===== config.mk =====
export PLATFORM = sky130hd
export DESIGN_NAME = status_sentence_port
export DESIGN_NICKNAME = d
export VERILOG_FILES = /design/src/hdl/status_sentence_port.v
export VERILOG_INCLUDE_DIRS = /design/src /design/src/hdl
export SDC_FILE = /design/constraint.sdc
export NUM_CORES = 1
export LEC_CHECK = 0
export BUFFER_PORTS_ARGS = -buffer_cell sky130_fd_sc_hd__buf_2
export CAP_MARGIN = 20
export CORE_AREA = 10 10 277 279
export DETAILED_ROUTE_END_ITERATION = 6
export DIE_AREA = 0 0 287 289
export SKIP_CTS_REPAIR_TIMING = 1
export SYNTH_ARGS = -nofsm -noshare
export SYNTH_HDL_FRONTEND = slang
export SYNTH_SLANG_ARGS = --single-unit

===== constraint.sdc =====
create_clock -name aclk -period 10.6 [get_ports aclk]
set_clock_uncertainty 0.2 [all_clocks]
set_input_delay 0.53 -clock aclk [delete_from_list [all_inputs] [get_ports aclk]]
set_output_delay 0.53 -clock aclk [all_outputs]
set_load 0.01 [all_outputs]

===== src/hdl/status_sentence_consts.vh =====
// Constants for the status-sentence framer: register map, reset values,
// field layouts, ASCII codes and timing.
// Assumes a single 50 MHz clock and a 32-bit AXI4-Lite register port.
//
// Overview of operation
// - Sent CAN frames are reported only while serial forwarding is enabled.
// - Only charger, own-protocol and peripheral-config frames are reported.
// - Sent-frame report uses the same field layout as the received-frame one.
// - Fields: 4-byte hex id, extended flag, remote flag, decimal length, data.
// - Four status sentences repeat at separate active and sleep intervals.
// - A '?' request for a status sentence makes it be sent at once.
// - Charger: count, status, set V, set I, actual V, actual I in 0.1 units.
// - Non-CAN charger leaves status and set fields empty; missing actuals too.
// - Pack sentence field one is total voltage, unsigned, 0.01 V.
// - Field two is pack current, signed 0.1 A, positive means charging.
// - Pack fields three to ten are reserved diagnostics.
// - Distance sentence starts with speed 0.1 then distance since charge 0.01.
// - Momentary consumption is in 0.1 Wh per distance unit.
// - Last charge energy in Wh, from charger connect to disconnect.
// - Last discharge energy in Wh, from disconnect to reconnect.
// - Average discharge energy over the last 20 trips or fewer.
// - Largest single-trip discharge energy over the last 20 trips or fewer.
// - Last and current trip average consumption, energy over distance, 0.1.
// - Three remaining-distance estimates, each in 0.01 units.
// - A restore-defaults command resets configuration, statistics and log.
// - Pin field: bits 0-3 reserved, 4 mains, 5 ignition, 6 rapid charge.
`ifndef STATUS_SENTENCE_CONSTS_VH
`define STATUS_SENTENCE_CONSTS_VH

// ----------------------------------------------------------------------
// Register map (byte addresses)
// ----------------------------------------------------------------------
`define REG_CTRL 8'h00
`define REG_ACTIVE_PERIOD 8'h04
`define REG_SLEEP_PERIOD 8'h08
`define REG_STATUS 8'h0c
`define REG_DROPS 8'h10

// Control bits
`define CTRL_FWD_BIT 0
`define CTRL_PERIODIC_BIT 1
`define CTRL_RESET 2'b11
`define ACTIVE_PERIOD_RESET 16'h03e8
`define SLEEP_PERIOD_RESET 16'h2710

// AXI responses
`define RESP_OKAY 2'b00
`define RESP_SLVERR 2'b10

// ----------------------------------------------------------------------
// Sentence kinds and tags
// ----------------------------------------------------------------------
`define KIND_CHARGER 3'd0
`define KIND_PACK 3'd1
`define KIND_DIST 3'd2
`define KIND_PINS 3'd3
`define KIND_CAN 3'd4
`define TAG_CHARGER 24'h435331
`define TAG_PACK 24'h435631
`define TAG_DIST 24'h445431
`define TAG_PINS 24'h494e31
`define TAG_CAN 24'h434e32

// Field widths in hex digits
`define NIB_BYTE 5'd2
`define NIB_WORD 5'd4
`define NIB_DWORD 5'd8
`define NIB_FLAG 5'd1
`define NIB_NONE 5'd0
`define LAST_CHARGER 4'd5
`define LAST_PACK 4'd9
`define LAST_DIST 4'd11
`define LAST_PINS 4'd3
`define LAST_CAN 4'd4
`define CAN_MAX_LEN 4'd8

// ASCII
`define ASC_COMMA 8'h2c
`define ASC_ZERO 8'h30
`define ASC_ALPHA 8'h37
`define ASC_LF 8'h0a

// ----------------------------------------------------------------------
// Timing
// ----------------------------------------------------------------------
`define CLK_HZ 50000000
`define TICK_HZ 1000

`endif


===== src/hdl/status_sentence_port.v =====
// Status-sentence framer: builds ASCII sentences from live measurements
// and sent CAN frames, and streams them byte by byte.
// Assumes a byte sink with valid/ready handshake (a UART or USB bridge)
// and a single clock shared with the AXI4-Lite register master.
`timescale 1ns/100ps
`include "status_sentence_consts.vh"
`default_nettype none

module status_sentence_port #(
    parameter MS_CYCLES = `CLK_HZ / `TICK_HZ
) (
    // Clock and reset
    input wire aclk,
    input wire aresetn,
    // AXI4-Lite write
    input wire [7:0] awaddr,
    input wire awvalid,
    output reg awready,
    input wire [31:0] wdata,
    input wire [3:0] wstrb,
    input wire wvalid,
    output reg wready,
    output reg [1:0] bresp,
    output reg bvalid,
    input wire bready,
    // AXI4-Lite read
    input wire [7:0] araddr,
    input wire arvalid,
    output reg arready,
    output reg [31:0] rdata,
    output reg [1:0] rresp,
    output reg rvalid,
    input wire rready,
    // Requests and commands decoded from the receive side
    input wire req_valid,
    input wire [2:0] req_kind,
    input wire restore_req,
    output reg defaults_pulse,
    input wire sleep_mode,
    // Sent CAN frame
    input wire can_tx_valid,
    input wire [1:0] can_tx_class,
    input wire [31:0] can_tx_id,
    input wire can_tx_ext,
    input wire can_tx_rtr,
    input wire [3:0] can_tx_len,
    input wire [63:0] can_tx_data,
    // Charger values
    input wire [7:0] chg_count,
    input wire chg_is_can,
    input wire [7:0] chg_status,
    input wire [15:0] chg_set_v,
    input wire [15:0] chg_set_i,
    input wire chg_act_v_ok,
    input wire [15:0] chg_act_v,
    input wire chg_act_i_ok,
    input wire [15:0] chg_act_i,
    // Pack values
    input wire [31:0] pack_voltage,
    input wire [15:0] pack_current,
    // Distance and energy fields 1..12, field 1 in the low word
    input wire [383:0] dist_fields,
    // Input pins
    input wire mains_presence_input,
    input wire ignition_input,
    input wire rapid_charge_input,
    // Byte stream out
    output reg [7:0] tx_byte,
    output reg tx_valid,
    input wire tx_ready
);

    localparam ST_IDLE = 3'd0;
    localparam ST_TAG = 3'd1;
    localparam ST_SEP = 3'd2;
    localparam ST_FLD = 3'd3;
    localparam ST_CSEP = 3'd4;
    localparam ST_CSHI = 3'd5;
    localparam ST_CSLO = 3'd6;
    localparam ST_EOL = 3'd7;

    // ------------------------------------------------------------------
    // Configuration and status registers
    // ------------------------------------------------------------------
    reg [1:0] ctrl_ff;
    reg [15:0] act_per_ff;
    reg [15:0] slp_per_ff;
    reg [15:0] drops_ff;
    reg [4:0] pend_ff;
    reg [2:0] st_ff;
    reg [2:0] kind_ff;
    reg [3:0] fidx_ff;
    reg [4:0] nib_ff;
    reg [1:0] tidx_ff;
    reg [7:0] sum_ff;
    reg [31:0] can_id_ff;
    reg can_ext_ff;
    reg can_rtr_ff;
    reg [3:0] can_len_ff;
    reg [63:0] can_data_ff;
    reg [15:0] ms_div_ff;
    reg [15:0] per_cnt_ff;

    wire wr_go = awvalid && wvalid && !bvalid && !awready;
    wire rd_go = arvalid && !rvalid && !arready;
    wire busy = (st_ff != ST_IDLE);
    wire [31:0] status_word = {25'h0, sleep_mode, pend_ff, busy};

    // Byte-lane merge for a register write
    function [15:0] merge16;
        input [15:0] old;
        input [31:0] d;
        input [3:0] s;
        begin
            merge16 = {s[1] ? d[15:8] : old[15:8], s[0] ? d[7:0] : old[7:0]};
        end
    endfunction

    // Write channel: address and data taken together, one at a time
    always @(posedge aclk) begin
        if (!aresetn || restore_req) begin
            awready <= 1'b0;
            wready <= 1'b0;
            bvalid <= 1'b0;
            bresp <= `RESP_OKAY;
            ctrl_ff <= `CTRL_RESET;
            act_per_ff <= `ACTIVE_PERIOD_RESET;
            slp_per_ff <= `SLEEP_PERIOD_RESET;
        end else begin
            awready <= wr_go;
            wready <= wr_go;
            if (bvalid && bready) begin
                bvalid <= 1'b0;
            end
            if (wr_go) begin
                bvalid <= 1'b1;
                bresp <= `RESP_OKAY;
                if (awaddr == `REG_CTRL) begin
                    if (wstrb[0]) begin
                        ctrl_ff <= wdata[1:0];
                    end
                end else if (awaddr == `REG_ACTIVE_PERIOD) begin
                    act_per_ff <= merge16(act_per_ff, wdata, wstrb);
                end else if (awaddr == `REG_SLEEP_PERIOD) begin
                    slp_per_ff <= merge16(slp_per_ff, wdata, wstrb);
                end else if (awaddr == `REG_STATUS || awaddr == `REG_DROPS) begin
                    bresp <= `RESP_OKAY; // Read-only, write ignored
                end else begin
                    bresp <= `RESP_SLVERR;
                end
            end
        end
    end

    // Read channel: data valid in the same cycle the address is taken
    always @(posedge aclk) begin
        if (!aresetn) begin
            arready <= 1'b0;
            rvalid <= 1'b0;
            rdata <= 32'h0;
            rresp <= `RESP_OKAY;
        end else begin
            arready <= rd_go;
            if (rvalid && rready) begin
                rvalid <= 1'b0;
            end
            if (rd_go) begin
                rvalid <= 1'b1;
                rresp <= `RESP_OKAY;
                if (araddr == `REG_CTRL) begin
                    rdata <= {30'h0, ctrl_ff};
                end else if (araddr == `REG_ACTIVE_PERIOD) begin
                    rdata <= {16'h0, act_per_ff};
                end else if (araddr == `REG_SLEEP_PERIOD) begin
                    rdata <= {16'h0, slp_per_ff};
                end else if (araddr == `REG_STATUS) begin
                    rdata <= status_word;
                end else if (araddr == `REG_DROPS) begin
                    rdata <= {16'h0, drops_ff};
                end else begin
                    rdata <= 32'h0;
                    rresp <= `RESP_SLVERR;
                end
            end
        end
    end

    // ------------------------------------------------------------------
    // Periodic scheduler
    // ------------------------------------------------------------------
    // Millisecond tick; the period register counts ticks
    wire ms_tick = (ms_div_ff == MS_CYCLES[15:0] - 16'd1);
    wire [15:0] period = sleep_mode ? slp_per_ff : act_per_ff;
    wire period_hit = ms_tick && ctrl_ff[`CTRL_PERIODIC_BIT] &&
                      (period != 16'h0) && (per_cnt_ff >= period - 16'd1);

    always @(posedge aclk) begin
        if (!aresetn) begin
            ms_div_ff <= 16'h0;
            per_cnt_ff <= 16'h0;
        end else begin
            ms_div_ff <= ms_tick ? 16'h0 : ms_div_ff + 16'd1;
            if (period_hit) begin
                per_cnt_ff <= 16'h0;
            end else if (ms_tick) begin
                per_cnt_ff <= per_cnt_ff + 16'd1;
            end
        end
    end

    // ------------------------------------------------------------------
    // Sent CAN frame capture
    // ------------------------------------------------------------------
    // One frame is held; a frame that arrives while one waits or is being
    // sent is counted as dropped, since the serial side is far slower.
    wire can_keep = can_tx_valid && ctrl_ff[`CTRL_FWD_BIT]
                    && (can_tx_class != 2'b00);
    wire can_busy = pend_ff[`KIND_CAN] || (busy && kind_ff == `KIND_CAN);
    wire can_take = can_keep && !can_busy;

    always @(posedge aclk) begin
        if (!aresetn || restore_req) begin
            drops_ff <= 16'h0;
            can_id_ff <= 32'h0;
            can_ext_ff <= 1'b0;
            can_rtr_ff <= 1'b0;
            can_len_ff <= 4'h0;
            can_data_ff <= 64'h0;
        end else begin
            if (can_keep && can_busy && drops_ff != 16'hffff) begin
                drops_ff <= drops_ff + 16'd1;
            end
            if (can_take) begin
                can_id_ff <= can_tx_id;
                can_ext_ff <= can_tx_ext;
                can_rtr_ff <= can_tx_rtr;
                can_len_ff <= (can_tx_len > `CAN_MAX_LEN) ? `CAN_MAX_LEN
                                                          : can_tx_len;
                can_data_ff <= can_tx_data;
            end
        end
    end

    // ------------------------------------------------------------------
    // Field table
    // ------------------------------------------------------------------
    reg [63:0] f_val;
    reg [4:0] f_nib;
    reg f_last;
    wire [6:0] can_shift = 7'd64 - {can_len_ff, 3'b000};
    wire [8:0] dist_base = {fidx_ff, 5'b00000};

    always @* begin
        f_val = 64'h0;
        f_nib = `NIB_NONE;
        f_last = 1'b0;
        case (kind_ff)
            `KIND_CHARGER: begin
                f_last = (fidx_ff == `LAST_CHARGER);
                case (fidx_ff)
                    4'd0: begin
                        f_val = {56'h0, chg_count};
                        f_nib = `NIB_BYTE;
                    end
                    4'd1: begin
                        f_val = {56'h0, chg_status};
                        f_nib = chg_is_can ? `NIB_BYTE : `NIB_NONE;
                    end
                    4'd2: begin
                        f_val = {48'h0, chg_set_v};
                        f_nib = chg_is_can ? `NIB_WORD : `NIB_NONE;
                    end
                    4'd3: begin
                        f_val = {48'h0, chg_set_i};
                        f_nib = chg_is_can ? `NIB_WORD : `NIB_NONE;
                    end
                    4'd4: begin
                        f_val = {48'h0, chg_act_v};
                        f_nib = (chg_is_can && chg_act_v_ok) ? `NIB_WORD
                                                             : `NIB_NONE;
                    end
                    default: begin
                        f_val = {48'h0, chg_act_i};
                        f_nib = (chg_is_can && chg_act_i_ok) ? `NIB_WORD
                                                             : `NIB_NONE;
                    end
                endcase
            end
            `KIND_PACK: begin
                f_last = (fidx_ff == `LAST_PACK);
                f_nib = `NIB_WORD; // Diagnostics sent as zero
                if (fidx_ff == 4'd0) begin
                    f_val = {32'h0, pack_voltage};
                    f_nib = `NIB_DWORD;
                end else if (fidx_ff == 4'd1) begin
                    f_val = {48'h0, pack_current};
                end
            end
            `KIND_DIST: begin
                // Speed, distance, consumption, energies, estimates in
                // caller order
                f_last = (fidx_ff == `LAST_DIST);
                f_val = {32'h0, dist_fields[dist_base +: 32]};
                f_nib = (fidx_ff == 4'd0) ? `NIB_WORD : `NIB_DWORD;
            end
            `KIND_PINS: begin
                f_last = (fidx_ff == `LAST_PINS);
                f_nib = `NIB_BYTE;
                if (fidx_ff == 4'd0) begin
                    f_val = {57'h0, rapid_charge_input, ignition_input,
                             mains_presence_input, 4'h0};
                end
            end
            default: begin
                f_last = (fidx_ff == `LAST_CAN);
                case (fidx_ff)
                    4'd0: begin
                        f_val = {32'h0, can_id_ff};
                        f_nib = `NIB_DWORD;
                    end
                    4'd1: begin
                        f_val = {63'h0, can_ext_ff};
                        f_nib = `NIB_FLAG;
                    end
                    4'd2: begin
                        f_val = {63'h0, can_rtr_ff};
                        f_nib = `NIB_FLAG;
                    end
                    4'd3: begin
                        f_val = {60'h0, can_len_ff}; // One decimal digit
                        f_nib = `NIB_FLAG;
                    end
                    default: begin
                        f_val = can_data_ff >> can_shift;
                        f_nib = {can_len_ff, 1'b0};
                    end
                endcase
            end
        endcase
    end

    // ------------------------------------------------------------------
    // Sentence emitter
    // ------------------------------------------------------------------
    function [7:0] hex_asc;
        input [3:0] n;
        begin
            hex_asc = (n < 4'd10) ? `ASC_ZERO + {4'h0, n}
                                  : `ASC_ALPHA + {4'h0, n};
        end
    endfunction

    reg [23:0] tag;
    reg [2:0] pick;
    reg [4:0] req_set;
    wire slot = !tx_valid || tx_ready;
    wire [63:0] nib_shifted = f_val >> {nib_ff - 5'd1, 2'b00};
    wire [7:0] tag_chr = tag[{2'd2 - tidx_ff, 3'b000} +: 8];

    always @* begin
        case (kind_ff)
            `KIND_CHARGER: tag = `TAG_CHARGER;
            `KIND_PACK: tag = `TAG_PACK;
            `KIND_DIST: tag = `TAG_DIST;
            `KIND_PINS: tag = `TAG_PINS;
            default: tag = `TAG_CAN;
        endcase
        // CAN reports first, then the lowest numbered status sentence
        if (pend_ff[`KIND_CAN]) begin
            pick = `KIND_CAN;
        end else if (pend_ff[`KIND_CHARGER]) begin
            pick = `KIND_CHARGER;
        end else if (pend_ff[`KIND_PACK]) begin
            pick = `KIND_PACK;
        end else if (pend_ff[`KIND_DIST]) begin
            pick = `KIND_DIST;
        end else begin
            pick = `KIND_PINS;
        end
        // Requests for one of the four status sentences only
        req_set = 5'h0;
        if (req_valid && req_kind < `KIND_CAN) begin
            req_set[req_kind] = 1'b1;
        end
        if (period_hit) begin
            req_set[3:0] = 4'hf;
        end
        if (can_take) begin
            req_set[`KIND_CAN] = 1'b1;
        end
    end

    // Byte sequencer; a new request wins over the clear of its pending bit
    always @(posedge aclk) begin
        if (!aresetn) begin
            st_ff <= ST_IDLE;
            kind_ff <= `KIND_CHARGER;
            fidx_ff <= 4'h0;
            nib_ff <= 5'h0;
            tidx_ff <= 2'h0;
            sum_ff <= 8'h0;
            pend_ff <= 5'h0;
            tx_byte <= 8'h0;
            tx_valid <= 1'b0;
            defaults_pulse <= 1'b0;
        end else begin
            defaults_pulse <= restore_req;
            if (slot) begin
                tx_valid <= 1'b0;
                case (st_ff)
                    ST_IDLE: begin
                        if (pend_ff != 5'h0) begin
                            kind_ff <= pick;
                            pend_ff <= (pend_ff & ~(5'h1 << pick)) | req_set;
                            tidx_ff <= 2'h0;
                            sum_ff <= 8'h0;
                            st_ff <= ST_TAG;
                        end
                    end
                    ST_TAG: begin
                        tx_byte <= tag_chr;
                        tx_valid <= 1'b1;
                        sum_ff <= sum_ff + tag_chr;
                        tidx_ff <= tidx_ff + 2'd1;
                        fidx_ff <= 4'h0;
                        if (tidx_ff == 2'd2) begin
                            st_ff <= ST_SEP;
                        end
                    end
                    ST_SEP: begin // Empty fields are a bare comma
                        tx_byte <= `ASC_COMMA;
                        tx_valid <= 1'b1;
                        sum_ff <= sum_ff + `ASC_COMMA;
                        nib_ff <= f_nib;
                        if (f_nib != `NIB_NONE) begin
                            st_ff <= ST_FLD;
                        end else if (f_last) begin
                            st_ff <= ST_CSEP;
                        end else begin
                            fidx_ff <= fidx_ff + 4'd1;
                        end
                    end
                    ST_FLD: begin
                        tx_byte <= hex_asc(nib_shifted[3:0]);
                        tx_valid <= 1'b1;
                        sum_ff <= sum_ff + hex_asc(nib_shifted[3:0]);
                        nib_ff <= nib_ff - 5'd1;
                        if (nib_ff == 5'd1) begin
                            if (f_last) begin
                                st_ff <= ST_CSEP;
                            end else begin
                                fidx_ff <= fidx_ff + 4'd1;
                                st_ff <= ST_SEP;
                            end
                        end
                    end
                    ST_CSEP: begin
                        tx_byte <= `ASC_COMMA;
                        tx_valid <= 1'b1;
                        sum_ff <= sum_ff + `ASC_COMMA;
                        st_ff <= ST_CSHI;
                    end
                    ST_CSHI: begin
                        tx_byte <= hex_asc(sum_ff[7:4]);
                        tx_valid <= 1'b1;
                        st_ff <= ST_CSLO;
                    end
                    ST_CSLO: begin
                        tx_byte <= hex_asc(sum_ff[3:0]);
                        tx_valid <= 1'b1;
                        st_ff <= ST_EOL;
                    end
                    default: begin
                        tx_byte <= `ASC_LF;
                        tx_valid <= 1'b1;
                        st_ff <= ST_IDLE;
                    end
                endcase
                if (st_ff != ST_IDLE || pend_ff == 5'h0) begin
                    pend_ff <= pend_ff | req_set;
                end
            end else begin
                pend_ff <= pend_ff | req_set;
            end
        end
    end

endmodule // status_sentence_port

`default_nettype wire


## After elaboration in Yosys (flattened, before gate mapping)

Index checks and enable logic that the tools add are counted.

| operators by class | value |
|---|---|
| $add $sub $neg | 18 |
| $lt $le $gt $ge | 8 |
| equality and inequality tests | 36 |
| shift operators | 5 |
| mux-type cells | 71 |
| bitwise gates (word level) | 8 |
| reductions and logical operators | 67 |

Operators by type and width:

| kind | count |
|---|---|
| 64-bit case mux with 4 select lines | 2 |
| 384-bit by 10-bit indexed part select with 32-bit output | 1 |
| 16-bit two-way mux | 7 |
| 16-bit case mux with 5 select lines | 1 |
| 20-bit case mux with 4 select lines | 1 |
| 64-bit by 7-bit right shift with 4-bit output | 1 |
| 64-bit by 7-bit right shift with 64-bit output | 1 |
| 16-bit by 1-bit adder with 16-bit output, second input constant | 3 |
| 8-bit case mux with 6 select lines | 1 |
| 6-bit by 4-bit adder with 7-bit output, first input constant | 6 |
| 8-bit by 4-bit == test with 1-bit output, second input constant | 4 |
| 32-bit two-way mux | 1 |
| 8-bit case mux with 4 select lines | 1 |
| 3-bit two-way mux | 10 |
| 4-bit two-way mux | 7 |
| 7-bit two-way mux | 4 |
| 2-bit two-way mux | 13 |
| 5-bit two-way mux | 5 |
| 24-bit by 6-bit indexed part select with 8-bit output | 1 |
| 3-bit case mux with 7 select lines | 1 |
| 1-bit logical AND | 20 |
| 5-bit case mux with 2 select lines | 2 |
| 5-bit case mux with 4 select lines | 1 |
| 16-bit == test, second input constant | 1 |
| 59 further kinds | 118 |

| storage, ports and cells | value |
|---|---|
| flip-flop bits (word level) | 264 |
| bits of input ports | 689 |
| output and inout bits | 51 |
| logic and storage cells | 243 |

## Logic depth before layout (Yosys ltp)

| logic depth | value |
|---|---|
| word-level depth | 12 |
| depth in mapped cells | 32 |
| gate-level depth less buffers | 25 |

## Least setup slack after synthesis

No wires, ideal clock.

| timing | value |
|---|---|
| kind | reg-to-reg |
| from | register fidx_ff[1] |
| to | register sum_ff[7] |
| setup time | 0.128 ns |
| data arrival time | 5.677 ns |
| required time | 10.272 ns |
| path slack | 4.595 ns |
| stages on the path, launching flop included | 32 |
| buffers on the path | 7 |
| clock period less this slack | 6.005 ns |
| cells stage by stage | dfxtp_1 > buf_2 > buf_2 > buf_2 > buf_2 > inv_1 > ha_1 > buf_2 > nor4_4 > or3_1 > buf_2 > buf_2 > nand2_1 > o21ai_0 > nand2_1 > a2111oi_0 > o41ai_1 > a221oi_1 > inv_1 > ha_1 > a221oi_2 > or2_1 > ha_1 > a21o_1 > a21oi_1 > o21bai_1 > a21oi_1 > o21bai_1 > a21oi_1 > o32ai_1 > a22oi_1 > nor2_1 |

| between the ends | value |
|---|---|
| cells in the longest elaborated chain, start to end | 9 |
| elaborated cells on any way between the ends | 19 |
| classes of those cells | add/sub (3); order compare (1); eq/ne (4); shift (2); mux (8); reduce/logical (1) |

Ends and longest elaborated chain:

| what | line | RTL |
|---|---|---|
| from (decl) | status_sentence_port.v:92 | `reg [3:0] fidx_ff;` |
| from (signal assigned) | status_sentence_port.v:440 | `fidx_ff <= fidx_ff + 4'd1;` |
| from (signal assigned) | status_sentence_port.v:452 | `fidx_ff <= fidx_ff + 4'd1;` |
| branches (longest 3 deep; another with 384-bit by 10-bit indexed part select with 32-bit output) | -- |  |
| 64-bit case mux with 4 select lines (*) | status_sentence_port.v:257 | `case (kind_ff)` |
| 64-bit by 7-bit right shift with 4-bit output (*) | status_sentence_port.v:357 | `wire [63:0] nib_shifted = f_val >> {nib_ff - 5'd1, 2'b00};` |
| 6-bit by 4-bit adder with 7-bit output (no line) or 4-bit less-than comparator (tied branches) | -- |  |
| 7-bit two-way mux (*) | status_sentence_port.v:348 | `` hex_asc = (n < 4'd10) ? `ASC_ZERO + {4'h0, n} `` |
| 8-bit by 7-bit adder with 8-bit output (*) | status_sentence_port.v:446 | `sum_ff <= sum_ff + hex_asc(nib_shifted[3:0]);` |
| 8-bit case mux with 4 select lines (*) | status_sentence_port.v:410 | `case (st_ff)` |
| to (signal assigned) | status_sentence_port.v:423 | `sum_ff <= sum_ff + tag_chr;` |
| to (signal assigned) | status_sentence_port.v:446 |  |
| to (signal assigned) | status_sentence_port.v:460 | `` sum_ff <= sum_ff + `ASC_COMMA; `` |
| to (decl) | status_sentence_port.v:95 | `reg [7:0] sum_ff;` |

Every way passes the cells marked *.
A chain may end at the register's enable or synchronous reset.

## Worst setup path after layout

| timing | value |
|---|---|
| from | register can_len_ff[0] |
| to | register sum_ff[7] |

| between the ends | value |
|---|---|
| cells in the longest elaborated chain, start to end | 9 |
| elaborated cells on any way between the ends | 11 |
| classes of those cells | add/sub (4); order compare (1); shift (2); mux (4) |

Ends and longest elaborated chain:

| what | line | RTL |
|---|---|---|
| from (decl) | status_sentence_port.v:99 | `reg [3:0] can_len_ff;` |
| from (signal assigned) | status_sentence_port.v:237 | `` can_len_ff <= (can_tx_len > `CAN_MAX_LEN) ? `CAN_MAX_LEN `` |
| 7-bit subtractor | status_sentence_port.v:250 | `wire [6:0] can_shift = 7'd64 - {can_len_ff, 3'b000};` |
| 64-bit by 7-bit right shift with 64-bit output | status_sentence_port.v:334 | `f_val = can_data_ff >> can_shift;` |
| 64-bit case mux with 4 select lines (*) | status_sentence_port.v:316 | `case (fidx_ff)` |
| 64-bit case mux with 4 select lines (*) | status_sentence_port.v:257 |  |
| 64-bit by 7-bit right shift with 4-bit output (*) | status_sentence_port.v:357 |  |
| 6-bit by 4-bit adder with 7-bit output (no line) or 4-bit less-than comparator (tied branches) | -- |  |
| 7-bit two-way mux (*) | status_sentence_port.v:348 |  |
| 8-bit by 7-bit adder with 8-bit output (*) | status_sentence_port.v:446 |  |
| 8-bit case mux with 4 select lines (*) | status_sentence_port.v:410 |  |

Every way passes the cells marked *; elsewhere a longest branch is shown, timed or not.

==> flow_summary.rst <==
.. list-table::
   :header-rows: 1

   * - Metric
     - Value
   * - Run status
     - finished with violations
   * - Violated checks
     - negative hold slack
   * - PnR worst setup slack
     - 3.04 ns
   * - Total Routing Usage GR
     - 0.260
   * - Die area
     - 0.0829 mm^2
   * - Site Rows
     - 98
   * - Complex-gate fraction of the synthesized area
     - 0.216
   * - Clk sinks
     - 245
   * - Post-detailed-routing wire length
     - ~120000 um
   * - Final worst-path cycle share
     - 0.713
   * - Clock root buffer
     - sky130_fd_sc_hd__clkbuf_16
   * - Fraction of synthesized cell area taken by the top area cell type
     - 0.258
   * - Wire length of the first global-routing pass
     - 157000 um
   * - Netlist area before placement
     - about 0.019 mm^2
   * - Static Leak
     - 9.60 nW
   * - Top cell family by delay on the critical path
     - compound AO/OA/AOI/OAI gates
   * - Final setup violation count
     - 0
   * - Floorplan Core Area
     - 0.0711 mm^2
   * - Area of combinational cells with multiple inputs
     - about 0.013 mm^2
   * - Critical-path top delay cell
     - sky130_fd_sc_hd__dfxtp_2
   * - Mean area per synthesized cell
     - between 8 and 9 um^2
   * - Synthesized instance count
     - 2293
   * - Multiplexer fraction of the synthesized cell area
     - 0.212
   * - Worst slew slack as a fraction of its limit
     - 0.310
   * - CP bufs+invs
     - 3
   * - Pin count of the biggest net entering global routing
     - 93
   * - Worst setup path category
     - reg -> reg
   * - Metal3 WL
     - 13400 um
   * - Most used standard cell by instance count after synthesis
     - sky130_fd_sc_hd__nand2_1
   * - Simple-gate portion of the synthesized area
     - 0.191
   * - Part of the Yosys area used for sequential elements
     - 0.258
   * - Average via count per standard cell
     - 5.57
   * - Fraction of layout instances using a drive strength above 1
     - 0.327
   * - Crit path cell chain
     - inv_1, ha_2, buf_4, nor2b_1, a21oi_1, o21ai_0, a221oi_1, a311oi_1, o41ai_1, a221oi_1, inv_1, ha_1, a221oi_2, or2_1, ha_1, a21o_1, a21oi_1, o21bai_1, a21oi_1, o21bai_1, a21oi_1, o32ai_1, a22oi_1, nor2_1
   * - Biggest fanout along the worst timing path
     - 60
   * - Via count
     - 21804
   * - Overflow left after global routing
     - 0
   * - Nets
     - about 3600
   * - Count of endpoints failing hold in the final timing report
     - 26
   * - Critical path arrival
     - between 7 and 8 ns
   * - Drc violations
     - 0
   * - Number of global-route vias before repair
     - 20328
   * - Iteration-0 DRC Markers
     - ~2600
   * - Largest cells by area after synthesis
     - sky130_fd_sc_hd__dfxtp_1 26%, sky130_fd_sc_hd__mux4_2 13%, sky130_fd_sc_hd__nand2_1 7.8%, sky130_fd_sc_hd__mux2i_1 6.5%, sky130_fd_sc_hd__a21oi_1 5.4%
   * - Actual slew at the worst max-slew pin
     - approximately 1.0 ns
   * - Flop2flop setup slack
     - approximately 3.0 ns
   * - Pre-CTS WS
     - 3.17 ns
   * - CTS tree
     - built
   * - Number of H-tree levels
     - 1
   * - Latest clock arrival within the worst-skew pair
     - a little under 0.6 ns
   * - Min-Delay Path Class
     - in -> reg
   * - Kind of start point of the critical path
     - flop
   * - Area growth, synth to finish
     - 28.9%
   * - Critical Path End Type
     - flop
   * - Data required time of the worst path
     - 10.84 ns
   * - Number of buffers on the longest clock path
     - 3
   * - Final sum of negative setup slack
     - 0 ns
   * - Adder and majority gate portion of the synthesized area
     - 0.0294
   * - Starting density of the core
     - 0.267
   * - Maximum cell stage delay along the critical path
     - 0.83 ns
   * - Antenna Violating Nets Remaining
     - 0
   * - Unrepaired setup endpoints after global routing
     - no
   * - Number of top-level pins
     - 740
   * - Worst vdd rail ir drop
     - ~0.00011 V
   * - Wire length the detailed router placed on met1
     - 46000 um
   * - HPWL Detailed
     - 96600 um
   * - Number of clock buffers inserted by TritonCTS
     - 27
   * - Async set or reset register ratio after synthesis
     - 0
   * - Clk slew on worst S/H paths
     - 0.06 ns
   * - Met2 Wirelength
     - roughly 52000 um
   * - Leading post-synthesis cells by instance count
     - 395 x sky130_fd_sc_hd__nand2_1, 245 x sky130_fd_sc_hd__dfxtp_1, 205 x sky130_fd_sc_hd__a21oi_1
   * - Maximum capacitance violations
     - 0
   * - Main flop type after synthesis
     - sky130_fd_sc_hd__dfxtp_1
   * - Chip Height
     - 289 um
   * - Main combinational cell family by area after synthesis
     - compound AO/OA/AOI/OAI gates
   * - Post-synthesis xor/xnor area fraction
     - 0.0355
   * - Number of buffers inserted by port buffering
     - around 700
   * - Layout filler cell count
     - 7692
   * - Most frequent cell on the critical path
     - sky130_fd_sc_hd__a21oi_1
   * - Highest metal used
     - met5
   * - Antenna violations before repair
     - between 100 and 150
   * - WL/cell
     - 29.7 um
   * - Max Clk Rate
     - 132 MHz
   * - Synth unique cells
     - approximately 90
   * - Number of warnings reported in the yosys synthesis log
     - 0
   * - Total iterations of the first detailed-routing run
     - 5
   * - Number of enable flip-flop cells after synthesis
     - 0
   * - Most area-hungry cell type in the Yosys netlist
     - sky130_fd_sc_hd__dfxtp_1
   * - Final period demand of the worst path
     - 7.56 ns
   * - Sequential Area
     - 0.00492 mm^2
   * - Power per unit of standard cell area
     - ~130 mW/mm^2
   * - Final-layout worst hold slack
     - -0.0236 ns
   * - RePlAce Congestion
     - between 0.9 and 1
   * - Number of synthesized register bits
     - 245
   * - Max-slew violation count
     - 0
   * - Die X-Extent
     - around 290 um
-- metrics by stage --
step / power (W) / utilization / instance area, um^2 / instances
after floorplan: 0.00171 / - / 19100 / 2311
after global placement: 0.00218 / 0.326 / 23200 / 3800
after detailed placement: 0.00218 / 0.326 / 23200 / 3800
after CTS: 0.00316 / 0.338 / 24100 / 3847
after global routing: 0.00331 / 0.343 / 24400 / 3898
final: 0.00318 / 0.344 / 24500 / 3918
-- area by class of cell --
type,count,share of cell area
multi-input cells,1819,0.535
diodes,40,0.00409
clock buffers,36,0.0310
repair buffers,772,0.168
flip-flops and latches,245,0.201
well taps,950,0.0486
inverters,45,0.00690
clock inverters,11,0.00537
-- layer usage --
| layer | track usage | vias up |
|---|---|---|
| li1 | - | 9753 |
| met1 | 0.330 | 10478 |
| met2 | 0.404 | 1221 |
| met3 | 0.0932 | 266 |
| met4 | 0.0928 | 86 |
| met5 | 0 | - |
-- state kept, by name, indices dropped and copies added, names as in the netlist, 8 cells and up --
signal       flops
can_data_ff     64
can_id_ff       32
act_per_ff      16
drops_ff        16
ms_div_ff       16
per_cnt_ff      16
rdata           16
slp_per_ff      16
sum_ff           8
-- layout by cell type (no fill, tap or decap), types with 9 or more instances in the layout --
cell type                       count
sky130_fd_sc_hd__nor3_1            39
sky130_fd_sc_hd__a21oi_1          205
sky130_fd_sc_hd__buf_4             40
sky130_fd_sc_hd__and3_1            21
sky130_fd_sc_hd__mux4_2           111
sky130_fd_sc_hd__nor2_1           174
sky130_fd_sc_hd__xor2_1            33
sky130_fd_sc_hd__o211ai_1          21
sky130_fd_sc_hd__a21o_1            16
sky130_fd_sc_hd__and2_1             9
sky130_fd_sc_hd__nor2b_1           20
sky130_fd_sc_hd__a32oi_1            9
sky130_fd_sc_hd__o2111ai_1         10
sky130_fd_sc_hd__a222oi_1          13
sky130_fd_sc_hd__nand3_1           53
sky130_fd_sc_hd__a22o_1            14
sky130_fd_sc_hd__o31ai_1           11
sky130_fd_sc_hd__ha_1              41
sky130_fd_sc_hd__conb_1            19
sky130_fd_sc_hd__a211oi_1          38
sky130_fd_sc_hd__or3_1             12
sky130_fd_sc_hd__xnor2_1           43
sky130_fd_sc_hd__mux2_2            25
sky130_fd_sc_hd__nor3b_1           10
sky130_fd_sc_hd__nand2b_1          12
sky130_fd_sc_hd__buf_2            702
sky130_fd_sc_hd__dfxtp_1          240
sky130_fd_sc_hd__inv_1             43
sky130_fd_sc_hd__dlygate4sd3_1     30
sky130_fd_sc_hd__a22oi_1           42
sky130_fd_sc_hd__nand4_1           19
sky130_fd_sc_hd__mux2i_1          124
sky130_fd_sc_hd__o21ai_0           90
sky130_fd_sc_hd__nand2_1          395
sky130_fd_sc_hd__a221oi_1          28
sky130_fd_sc_hd__diode_2           40
sky130_fd_sc_hd__clkbuf_16         27
sky130_fd_sc_hd__a31oi_1           19
-- tightest hold or removal path, cell delays in order --
cell and delay (ns):
sky130_fd_sc_hd__buf_2 0.09, sky130_fd_sc_hd__nand2_1 0.04, sky130_fd_sc_hd__a21oi_1 0.05
-- power by group --
part / internal, W / switching [W]
clock network: 0.000554 / 0.000423
registers: 0.000969 / 0.0000693
logic: 0.000434 / 0.000728
total: 0.00196 / 0.00122
-- cell families (layout without fill, tap and decap cells) --
logic type,count (synthesis),count (layout)
compound gates,612,612
xor+xnor,77,77
fa+ha+maj,44,44
buf+inv,247,864
flops,245,245
mux,260,260
other cells,1,59
simple gates,807,807
-- path summary, 6_finish.rpt --
path                         from               to  cells past startpoint
setup / recovery    can_len_ff[0]        sum_ff[7]                     24
hold / removal    can_tx_data[36]  can_data_ff[36]                      3
setup reg to reg    can_len_ff[0]        sum_ff[7]                     24
hold reg to reg      ms_div_ff[0]     ms_div_ff[0]                      1
Note: power is estimated with default switching activity, not from simulation.
